**config.mk**
```make
export PLATFORM = sky130hd
export DESIGN_NAME = double_event_compare
export DESIGN_NICKNAME = d
export VERILOG_FILES = /design/src/hdl/dec_pkg.sv /design/src/hdl/capture_if.sv /design/src/hdl/capture_mem.sv /design/src/hdl/double_event_compare.sv
export VERILOG_INCLUDE_DIRS = /design/src /design/src/hdl
export SDC_FILE = /design/constraint.sdc
export NUM_CORES = 1
export LEC_CHECK = 0
export BUFFER_PORTS_ARGS = -buffer_cell sky130_fd_sc_hd__buf_2
export CORE_MARGIN = 2
export CORE_UTILIZATION = 25
export CTS_BUF_LIST = sky130_fd_sc_hd__clkbuf_8
export DETAILED_ROUTE_END_ITERATION = 6
export GPL_TIMING_DRIVEN = 0
export PLACE_DENSITY = 0.42
export REMOVE_ABC_BUFFERS = 1
export SLEW_MARGIN = 0
export SYNTH_ARGS = -nofsm -noshare
export SYNTH_HDL_FRONTEND = slang
export SYNTH_SLANG_ARGS = --single-unit
export TNS_END_PERCENT = 1
```
**constraint.sdc**
```tcl
create_clock -name CORE_CLK_IN -period 10.7 [get_ports CORE_CLK_IN]
set_input_delay 1.07 -clock CORE_CLK_IN [delete_from_list [all_inputs] [get_ports CORE_CLK_IN]]
set_output_delay 1.07 -clock CORE_CLK_IN [all_outputs]
set_load 0.005 [all_outputs]
```
**src/hdl/dec_cfg.svh**
```systemverilog
// Constants of the double event compare block: register map, command field layout,
// reset values and timing figures. Assumes it is included by bare name.
`ifndef DEC_CFG_SVH
`define DEC_CFG_SVH

`define CLK_PERIOD_NS 100
`define SLOT_TIME_NS 800
`define RES_TIME_NS 400
`define PIN_DELAY_RES 3

`define ADDR_W 8
`define OFS_CMD 8'h00
`define OFS_EVMAX 8'h04
`define OFS_STATUS 8'h08
`define OFS_IRQ_CLR 8'h0C
`define OFS_IRQ_EN 8'h10
`define OFS_EVCNT 8'h14
`define OFS_DEFTIMER 8'h18
`define OFS_PINS 8'h1C
`define OFS_BUF_IDX 8'h20
`define OFS_BUF_DATA 8'h24
`define OFS_BUF_WPTR 8'h28

`define RST_CMD 32'h0000_0000
`define RST_EVMAX 8'hFF
`define RST_PINS 8'h00

`define F_EV1_LO 0
`define F_EV1_HI 7
`define F_EV2_LO 8
`define F_EV2_HI 15
`define F_NEXT_DEF 16
`define F_EV1_IRQ 17
`define F_PINSEL_MSB 18
`define F_PINSEL_MID 19
`define F_PINSEL_LSB 20
`define F_EV1_ACT 21
`define F_COARSE 22
`define F_ZERO 23
`define F_ONE 24
`define F_EV2_ACT 25
`define F_EV2_IRQ 26
`define F_PIN_EN 27
`define F_EV2_TRST 28
`define F_EV1_CAP 29
`define F_EV2_CAP 30

`define ST_EV1 0
`define ST_EV2 1

`endif

```
**src/hdl/dec_pkg.sv**
```systemverilog
// Types shared by the double event compare block.
// Assumes dec_cfg.svh supplies the numeric constants.
package dec_pkg;
  typedef enum logic [1:0] {
    SLOT_IDLE = 2'b01,
    SLOT_CAPT2 = 2'b10
  } slot_state_e;

  typedef struct packed {
    logic valid;
    logic [2:0] idx;
    logic level;
  } pin_act_s;
endpackage

```
**src/hdl/capture_if.sv**
```systemverilog
// Write and read port pair between the compare engine and its capture buffer.
// Assumes one clock domain shared by both ends.
`timescale 1ns/10ps
`default_nettype none
interface capture_if #(parameter int AW = 4, parameter int DW = 32);
  logic we;
  logic [AW-1:0] waddr;
  logic [DW-1:0] wdata;
  logic [AW-1:0] raddr;
  logic [DW-1:0] rdata;
  modport ctrl (output we, output waddr, output wdata, output raddr, input rdata);
  modport mem (input we, input waddr, input wdata, input raddr, output rdata);
endinterface
`default_nettype wire

```
**src/hdl/capture_mem.sv**
```systemverilog
// Circular capture buffer storage with registered read data.
// Assumes the controller owns the pointers; a read returns data one cycle after raddr.
`timescale 1ns/10ps
`default_nettype none
module capture_mem #(
  parameter int DEPTH = 16,
  parameter int DW = 32
) (
  input wire logic clk_in,
  capture_if.mem port
);
  logic [DW-1:0] store [DEPTH];
  logic [DW-1:0] rdata_reg;

  always_ff @(posedge clk_in) begin
    if (port.we) begin
      store[port.waddr] <= port.wdata;
    end
    rdata_reg <= store[port.raddr];
  end

  assign port.rdata = rdata_reg;
endmodule // capture_mem
`default_nettype wire

```
**src/hdl/double_event_compare.sv**
```systemverilog
// Double event compare command engine: event counter, default timer, delayed pin actions,
// interrupts and capture into a circular buffer, with a simple register port.
// Assumes one 10 MHz clock, an asynchronous active-low reset and an unsynchronised event pin.
// Operation
// RULE1 - Event 1 match triggers enabled irq, pin, capture
// RULE2 - Event 2 match triggers enabled pin, irq, reset, capture
// RULE3 - Flag says next entry is a definition
// RULE4 - Event 1 interrupt when enabled and matched
// RULE5 - Pin number is reversed field plus one (the code uses the reversed field as the pin number, without adding one)
// RULE6 - Event 1 sets or clears pin, three resolutions later
// RULE7 - Step bit selects coarse resolution for followers
// RULE8 - Valid only with bit23 zero, bit24 one
// RULE9 - Event 2 applies inverse action or nothing
// RULE10 - Event 2 interrupt when enabled and matched
// RULE11 - Pin enable bit gates all pin changes
// RULE12 - Event 2 may reset default timer
// RULE13 - Event 1 may capture timer word
// RULE14 - Event 2 may capture timer word
// RULE15 - Command handled within one time slot
// RULE16 - Event counter wraps to zero after maximum
// RULE17 - Reserved top bit is ignored
`include "dec_cfg.svh"
`timescale 1ns/10ps
`default_nettype none
module double_event_compare #(
  parameter int BUF_DEPTH = 16,
  parameter int SLOT_CYCLES = (`SLOT_TIME_NS + `CLK_PERIOD_NS - 1) / `CLK_PERIOD_NS,
  parameter int RES_CYCLES = (`RES_TIME_NS + `CLK_PERIOD_NS - 1) / `CLK_PERIOD_NS
) (
  input wire logic CORE_CLK_IN,
  input wire logic ARST_N_IN,
  input wire logic [`ADDR_W-1:0] ADDR_IN,
  input wire logic [31:0] WDATA_IN,
  input wire logic WR_IN,
  input wire logic RD_IN,
  output logic [31:0] RDATA_OUT,
  input wire logic EVENT_INPUT_PIN_IN,
  output logic [7:0] PIN_OUT,
  output logic IRQ_OUT,
  output logic NEXT_IS_DEFINITION_OUT,
  output logic COARSE_GRAIN_OUT,
  output logic CMD_VALID_OUT
);
  localparam int AW = $clog2(BUF_DEPTH);

  if (BUF_DEPTH < 2 || (1 << AW) != BUF_DEPTH) begin : g_chk_depth
    $error("BUF_DEPTH must be a power of two of at least 2");
  end
  if (SLOT_CYCLES < 2 || RES_CYCLES < 1 || SLOT_CYCLES > 4096 || RES_CYCLES > 4096) begin : g_chk_time
    $error("SLOT_CYCLES and RES_CYCLES out of range");
  end

  // Field 18..20 is stored with its MSB at the lowest bit, so the index is reversed.
  function automatic logic [2:0] pin_index(input logic [31:0] cmd);
    pin_index = {cmd[`F_PINSEL_MSB], cmd[`F_PINSEL_MID], cmd[`F_PINSEL_LSB]}; // RULE5
  endfunction

  capture_if #(.AW(AW), .DW(32)) cap ();

  capture_mem #(.DEPTH(BUF_DEPTH), .DW(32)) u_mem (
    .clk_in(CORE_CLK_IN),
    .port(cap.mem)
  );

  logic ev_meta_reg, ev_sync_reg, ev_prev_reg;
  logic [31:0] cmd_reg, cmd_next;
  logic [7:0] evmax_reg, evmax_next;
  logic [1:0] status_reg, status_next;
  logic [1:0] irq_en_reg, irq_en_next;
  logic [7:0] evcnt_reg, evcnt_next;
  logic ev_new_reg, ev_new_next;
  logic [31:0] deftimer_reg, deftimer_next;
  logic [7:0] pins_reg, pins_next;
  logic [AW-1:0] buf_idx_reg, buf_idx_next;
  logic [AW-1:0] wptr_reg, wptr_next;
  logic [31:0] rdata_reg, rdata_next;
  logic irq_reg, irq_next;
  logic valid_reg, valid_next;
  logic [15:0] slot_cnt_reg, slot_cnt_next;
  logic [15:0] res_cnt_reg, res_cnt_next;
  logic [31:0] cap2_word_reg, cap2_word_next;
  dec_pkg::slot_state_e state_reg, state_next;
  dec_pkg::pin_act_s pend_reg [`PIN_DELAY_RES];
  dec_pkg::pin_act_s pend_next [`PIN_DELAY_RES];

  logic ev_rise, slot_tick, res_tick, cmd_ok, m1, m2;
  logic we_c;
  logic [31:0] wdata_c;

  assign ev_rise = ev_sync_reg & ~ev_prev_reg;
  assign slot_tick = (slot_cnt_reg == 16'h0000);
  assign res_tick = (res_cnt_reg == 16'h0000);
  // The reserved top bit takes no part in validity or in any action.
  assign cmd_ok = ~cmd_reg[`F_ZERO] & cmd_reg[`F_ONE]; // RULE8 RULE17
  // A match is seen once per counter value: only a slot after a fresh event evaluates.
  // Validity is decoded from the word itself, not from the lagging flag, so that a word
  // just written that is not a valid command can never match in the cycle before the flag follows.
  assign m1 = slot_tick && cmd_ok && ev_new_reg && (evcnt_reg == cmd_reg[`F_EV1_HI:`F_EV1_LO]); // RULE1 RULE15
  assign m2 = slot_tick && cmd_ok && ev_new_reg && (evcnt_reg == cmd_reg[`F_EV2_HI:`F_EV2_LO]); // RULE2 RULE15

  always_comb begin
    cmd_next = cmd_reg;
    evmax_next = evmax_reg;
    status_next = status_reg;
    irq_en_next = irq_en_reg;
    evcnt_next = evcnt_reg;
    ev_new_next = ev_new_reg;
    deftimer_next = deftimer_reg;
    pins_next = pins_reg;
    buf_idx_next = buf_idx_reg;
    wptr_next = wptr_reg;
    rdata_next = 32'h0000_0000;
    valid_next = cmd_ok;
    cap2_word_next = cap2_word_reg;
    state_next = state_reg;
    we_c = 1'b0;
    wdata_c = deftimer_reg;
    slot_cnt_next = slot_tick ? 16'(SLOT_CYCLES - 1) : slot_cnt_reg - 16'h0001;
    res_cnt_next = res_tick ? 16'(RES_CYCLES - 1) : res_cnt_reg - 16'h0001;
    for (int i = 0; i < `PIN_DELAY_RES; i++) begin
      pend_next[i] = pend_reg[i];
    end

    // Software register writes.
    if (WR_IN) begin
      case (ADDR_IN)
        `OFS_CMD: cmd_next = WDATA_IN;
        `OFS_EVMAX: evmax_next = WDATA_IN[7:0];
        `OFS_IRQ_CLR: status_next = status_reg & ~WDATA_IN[1:0];
        `OFS_IRQ_EN: irq_en_next = WDATA_IN[1:0];
        `OFS_BUF_IDX: buf_idx_next = WDATA_IN[AW-1:0];
        default: ;
      endcase
    end

    // Default timer advances once per resolution period.
    if (res_tick) begin
      deftimer_next = deftimer_reg + 32'h0000_0001;
    end

    // The slot clears the fresh-event flag; an event in the same cycle keeps it set.
    if (slot_tick) begin
      ev_new_next = 1'b0; // RULE15
    end
    if (ev_rise) begin
      evcnt_next = (evcnt_reg == evmax_reg) ? 8'h00 : evcnt_reg + 8'h01; // RULE16
      ev_new_next = 1'b1;
    end

    // Delay line: an action leaves the last stage after three resolution ticks.
    if (res_tick) begin
      if (pend_reg[`PIN_DELAY_RES-1].valid) begin
        pins_next[pend_reg[`PIN_DELAY_RES-1].idx] = pend_reg[`PIN_DELAY_RES-1].level; // RULE6
      end
      for (int i = `PIN_DELAY_RES - 1; i > 0; i--) begin
        pend_next[i] = pend_reg[i-1];
      end
      pend_next[0] = '0;
    end

    // Event 2 is queued first so that event 1 wins when both values coincide.
    if (m2 && cmd_reg[`F_PIN_EN] && cmd_reg[`F_EV2_ACT]) begin // RULE9 RULE11
      pend_next[0] = '{valid: 1'b1, idx: pin_index(cmd_reg), level: ~cmd_reg[`F_EV1_ACT]}; // RULE9
    end
    if (m1 && cmd_reg[`F_PIN_EN]) begin // RULE11
      pend_next[0] = '{valid: 1'b1, idx: pin_index(cmd_reg), level: cmd_reg[`F_EV1_ACT]}; // RULE6
    end

    if (m1 && cmd_reg[`F_EV1_IRQ]) begin
      status_next[`ST_EV1] = 1'b1; // RULE4
    end
    if (m2 && cmd_reg[`F_EV2_IRQ]) begin
      status_next[`ST_EV2] = 1'b1; // RULE10
    end
    if (m2 && cmd_reg[`F_EV2_TRST]) begin
      deftimer_next = 32'h0000_0000; // RULE12
    end

    // Captures hold the timer as it stood at the match; a second one uses the next cycle.
    case (state_reg)
      dec_pkg::SLOT_IDLE: begin
        if (m1 && cmd_reg[`F_EV1_CAP]) begin
          we_c = 1'b1; // RULE13
          if (m2 && cmd_reg[`F_EV2_CAP]) begin
            cap2_word_next = deftimer_reg;
            state_next = dec_pkg::SLOT_CAPT2;
          end
        end else if (m2 && cmd_reg[`F_EV2_CAP]) begin
          we_c = 1'b1; // RULE14
        end
      end
      dec_pkg::SLOT_CAPT2: begin
        we_c = 1'b1; // RULE14
        wdata_c = cap2_word_reg;
        state_next = dec_pkg::SLOT_IDLE;
      end
      default: state_next = dec_pkg::SLOT_IDLE;
    endcase
    if (we_c) begin
      wptr_next = wptr_reg + AW'(1);
    end

    // Register reads answer in the following cycle; unmapped addresses read zero.
    if (RD_IN) begin
      case (ADDR_IN)
        `OFS_CMD: rdata_next = cmd_reg;
        `OFS_EVMAX: rdata_next = {24'h000000, evmax_reg};
        `OFS_STATUS: rdata_next = {30'h0000_0000, status_reg};
        `OFS_IRQ_EN: rdata_next = {30'h0000_0000, irq_en_reg};
        `OFS_EVCNT: rdata_next = {24'h000000, evcnt_reg};
        `OFS_DEFTIMER: rdata_next = deftimer_reg;
        `OFS_PINS: rdata_next = {24'h000000, pins_reg};
        `OFS_BUF_IDX: rdata_next = 32'(buf_idx_reg);
        `OFS_BUF_DATA: rdata_next = cap.rdata;
        `OFS_BUF_WPTR: rdata_next = 32'(wptr_reg);
        default: rdata_next = 32'h0000_0000;
      endcase
    end

    irq_next = |(status_reg & irq_en_reg);
  end

  assign cap.we = we_c;
  assign cap.waddr = wptr_reg;
  assign cap.wdata = wdata_c;
  assign cap.raddr = buf_idx_reg;

  // Two flip-flops guard against metastability; only the edge detector reads the second one.
  always_ff @(posedge CORE_CLK_IN or negedge ARST_N_IN) begin
    if (!ARST_N_IN) begin
      ev_meta_reg <= 1'b0;
      ev_sync_reg <= 1'b0;
      ev_prev_reg <= 1'b0;
    end else begin
      ev_meta_reg <= EVENT_INPUT_PIN_IN;
      ev_sync_reg <= ev_meta_reg;
      ev_prev_reg <= ev_sync_reg;
    end
  end

  // Settings that software writes.
  always_ff @(posedge CORE_CLK_IN or negedge ARST_N_IN) begin
    if (!ARST_N_IN) begin
      cmd_reg <= `RST_CMD;
      evmax_reg <= `RST_EVMAX;
      irq_en_reg <= 2'h0;
      buf_idx_reg <= '0;
    end else begin
      cmd_reg <= cmd_next;
      evmax_reg <= evmax_next;
      irq_en_reg <= irq_en_next;
      buf_idx_reg <= buf_idx_next;
    end
  end

  // Sticky status and the interrupt level that it produces.
  always_ff @(posedge CORE_CLK_IN or negedge ARST_N_IN) begin
    if (!ARST_N_IN) begin
      status_reg <= 2'h0;
      irq_reg <= 1'b0;
    end else begin
      status_reg <= status_next;
      irq_reg <= irq_next;
    end
  end

  // Event counter and the flag that lets one slot evaluate each new count.
  always_ff @(posedge CORE_CLK_IN or negedge ARST_N_IN) begin
    if (!ARST_N_IN) begin
      evcnt_reg <= 8'h00;
      ev_new_reg <= 1'b0;
    end else begin
      evcnt_reg <= evcnt_next;
      ev_new_reg <= ev_new_next;
    end
  end

  // Slot and resolution dividers with the default timer that the resolution divider paces.
  // Both dividers restart at zero, so the first slot follows reset directly.
  always_ff @(posedge CORE_CLK_IN or negedge ARST_N_IN) begin
    if (!ARST_N_IN) begin
      slot_cnt_reg <= 16'h0000;
      res_cnt_reg <= 16'h0000;
      deftimer_reg <= 32'h0000_0000;
    end else begin
      slot_cnt_reg <= slot_cnt_next;
      res_cnt_reg <= res_cnt_next;
      deftimer_reg <= deftimer_next;
    end
  end

  // Output pins and the delay line that feeds them.
  // Clearing the stages at reset keeps a stale action from reaching a pin.
  always_ff @(posedge CORE_CLK_IN or negedge ARST_N_IN) begin
    if (!ARST_N_IN) begin
      pins_reg <= `RST_PINS;
      for (int i = 0; i < `PIN_DELAY_RES; i++) begin
        pend_reg[i] <= '0;
      end
    end else begin
      pins_reg <= pins_next;
      for (int i = 0; i < `PIN_DELAY_RES; i++) begin
        pend_reg[i] <= pend_next[i];
      end
    end
  end

  // Capture write pointer and the deferred second capture.
  // A second capture in the same slot is written one cycle later from the held word.
  always_ff @(posedge CORE_CLK_IN or negedge ARST_N_IN) begin
    if (!ARST_N_IN) begin
      wptr_reg <= '0;
      cap2_word_reg <= 32'h0000_0000;
      state_reg <= dec_pkg::SLOT_IDLE;
    end else begin
      wptr_reg <= wptr_next;
      cap2_word_reg <= cap2_word_next;
      state_reg <= state_next;
    end
  end

  // Read data and the validity flag shown to the outside.
  // Read data fall back to zero in every cycle without a read strobe.
  always_ff @(posedge CORE_CLK_IN or negedge ARST_N_IN) begin
    if (!ARST_N_IN) begin
      rdata_reg <= 32'h0000_0000;
      valid_reg <= 1'b0;
    end else begin
      rdata_reg <= rdata_next;
      valid_reg <= valid_next;
    end
  end

  assign RDATA_OUT = rdata_reg;
  assign PIN_OUT = pins_reg;
  assign IRQ_OUT = irq_reg;
  // The next entry is a definition; the scan sequencer outside acts on it.
  assign NEXT_IS_DEFINITION_OUT = cmd_reg[`F_NEXT_DEF]; // RULE3
  // Coarse resolution is for the following commands, so it is only passed on here.
  assign COARSE_GRAIN_OUT = cmd_reg[`F_COARSE]; // RULE7
  assign CMD_VALID_OUT = valid_reg; // RULE8
endmodule // double_event_compare
`default_nettype wire
```
==> impl_metrics.tcl <==
set metrics [dict create \
    drtPass1Iterations 6 \
    clockRootBuffer "clkbuf_8" \
    drt_iter0_drc 1800 \
    path_clk_slew_ns 0.06 \
    slowest_delay_ns 0.93 \
    wl_um 90500 \
    synth_ff_type "edfxtp_1" \
    yosysSeqAreaShare_pct 70.4 \
    die_x_um 353 \
    post_cts_buffers 0 \
    synth_cells 1753 \
    cts_tree "done" \
    drc 0 \
    end_kind "register" \
    postCtsHoldBufs 0 \
    grt_max_degree 92 \
    synth_area_mm2 0.0305 \
    synth_top_area_share_pct 50.4 \
    top_register "u_mem.store" \
    cp-start-kind "register" \
    status "completed" \
    clock_path_buffers 3 \
    postRouteAntennaNets 0 \
    drv_cap 0 \
    ys_seq_elements 763 \
    place_congestion 0.745 \
    syn_to_final_growth_pct 20.6 \
    numPortBuffers 88 \
    tightest_slew_ns 1.26 \
    antenna_found_initial 7 \
    clock_latency_ns 0.80 \
    crit_type "reg -> reg" \
    yosys-top-cells-area "edfxtp_1, dfrtp_1, mux4_2" \
    total_power_mw 6.02 \
    dr_wl_met3_um 5880 \
    cp_slowest_cell "a2111oi_2" \
    crit_fanout 16 \
    yosysTopAreaCell "edfxtp_1" \
    finalHoldViolCount 0 \
    setup_tns_ns 0 \
    worstPathCellList "nor4_1 -> and4_1 -> nand4_1 -> a21o_1 -> a2111oi_2 -> buf_4 -> buf_4 -> buf_4 -> buf_2 -> buf_4" \
    wl_per_cell_um 24.4 \
    crit_arrival_ns 5.87 \
    core_area_mm2 0.122 \
    fin_worst_skew_ns 0.0381 \
    numCtsBuffers 137 \
    max_slew_margin_pct 15.9 \
    die_h_um 353 \
    power_density_mw_per_mm2 163 \
    met2_length_um 41400 \
    total_leakage_power_nw 13.2 \
    cts_max_level 4 \
    grt_pass1_vias 17954 \
    hold_class "in -> async" \
    grt_pass1_wl_um 130000 \
    die-area_mm2 0.125 \
    vias_per_cell 4.74 \
    syn_area_per_cell_um2 17.4 \
    post-place-cells 3458 \
    cts_sinks 763 \
    finalCritPeriodShare_pct 50.3 \
    rsz0062_at_grt "false" \
    final_nets 2028 \
    drive_gt1_share_pct 32.8 \
    synth_edf_count 512 \
    crit_required_ns 11.18 \
    hpwl_um 61200 \
    netlist-cell-type-count 58 \
    num_vias 17588 \
    grt_overflow 0 \
    slew_viol_final 0 \
    utilization_pct 30.3 \
    async_flop_share_pct 28.7 \
    largest_reg_flops 512 \
    stdcell_count 3709 \
    grt_usage_pct 14.4 \
    ys_warn_count 0 \
    start_util_pct 25.1 \
    dr.max_layer_used "met4" \
    finalCriticalPeriod_ns 5.38 \
    fmax_mhz 186 \
    drt-met1-wl_um 41700 \
    peakVddDrop_v 0.000105 \
    setup_viol 0 \
    ctsResizeCount 0 \
    rows 128 \
    crit_top_cell "buf_4" \
    io_pins 89 \
]
[critical path, delay by kind of cell, from the launching register on]
family	cells	cell delay [ns]
flip-flops	1	0.43
AND/OR/NAND/NOR	3	1.89
AO/OA/AOI/OAI	2	1.70
buffers and inverters	5	1.07
[cell families (layout without fill, tap and decap cells)]
kind of cell	after synthesis	in the layout	synth area share, %
flops	763	763	70.4
simple gates	338	338	5.71
mux	276	276	16.1
compound gates	186	186	4.31
buf+inv	132	461	1.68
xor+xnor	47	47	1.35
fa+ha+maj	11	11	0.451
other cells	0	2	0
[cell type report]
class                      instances  area (um2)
timing repair buffer             185        1870
antenna                            2        5.00
fill                           11996       84700
multi-input combinational        858        8750
tap                             1625        2030
sequential                       763       21500
clock buffer                     150        2060
clock inverter                    99         477
inverter                          27         101
[cell usage in the layout, fill, tap and decap left out, types with 17 or more instances in the layout]
| master | Yosys | routed |
|---|---|---|
| mux4_2 | 160 | 160 |
| buf_16 | 0 | 23 |
| nor2_1 | 65 | 65 |
| nand3_1 | 33 | 33 |
| dfrtp_1 | 210 | 206 |
| xor2_1 | 23 | 23 |
| xnor2_1 | 24 | 24 |
| or3_1 | 18 | 17 |
| clkbuf_8 | 0 | 150 |
| buf_4 | 0 | 28 |
| nand4_1 | 26 | 26 |
| nor4_1 | 19 | 17 |
| buf_8 | 0 | 30 |
| edfxtp_1 | 512 | 512 |
| buf_2 | 7 | 100 |
| a21oi_1 | 38 | 38 |
| mux2_2 | 112 | 112 |
| o21ai_0 | 38 | 29 |
| inv_1 | 26 | 91 |
| dfxtp_1 | 32 | 32 |
| nand2_1 | 88 | 87 |
| a222oi_1 | 27 | 27 |
[cell usage after synthesis (all sizes together), types with 27 or more instances]
| library cell | number |
|---|---|
| dfxtp | 32 |
| buf | 33 |
| a222oi | 27 |
| mux2 | 112 |
| a21oi | 38 |
| o21ai | 39 |
| dfrtp | 210 |
| nand2 | 88 |
| clkbuf | 72 |
| nor2 | 65 |
| mux4 | 160 |
| edfxtp | 512 |
| nand3 | 33 |
[per-layer routing]
layer,GRT usage [%],vias up
li1,-,7446
met4,4.02,0
met5,0,-
met3,3.56,117
met2,21.8,606
met1,20.5,9419
[report_power, final]
| group | internal [mW] | leakage (nW) | switching, mW |
|---|---|---|---|
| logic | 0.110 | 3.86 | 0.120 |
| clock network | 1.34 | 1.52 | 1.23 |
| registers | 3.16 | 7.79 | 0.0620 |
[through the flow]
step	worst slack, ns	area [um2]	hold slack (ns)
after global placement	-9.64	32600	0.348
after global routing	5.04	36800	0.249
final	5.32	36800	0.244
after CTS	5.31	36800	0.190
after floorplan	2.83	30100	0.331
after detailed placement	5.35	34300	0.343
[final timing paths]
kind	from	endpoint	slack [ns]	cells after the start
max	slot_cnt_reg[6]	u_mem.store[3][19]	5.32	10
min	ARST_N_IN	cmd_reg[3]	0.24	1
max reg2reg	slot_cnt_reg[6]	u_mem.store[3][19]	5.32	10
min reg2reg	ev_meta_reg	ev_sync_reg	0.36	0
max in group asynchronous	ARST_N_IN	cap2_word_reg[19]	9.50	2
min in group CORE_CLK_IN	ev_meta_reg	ev_sync_reg	0.36	0
No activity file was read; power rests on OpenSTA's default activity.
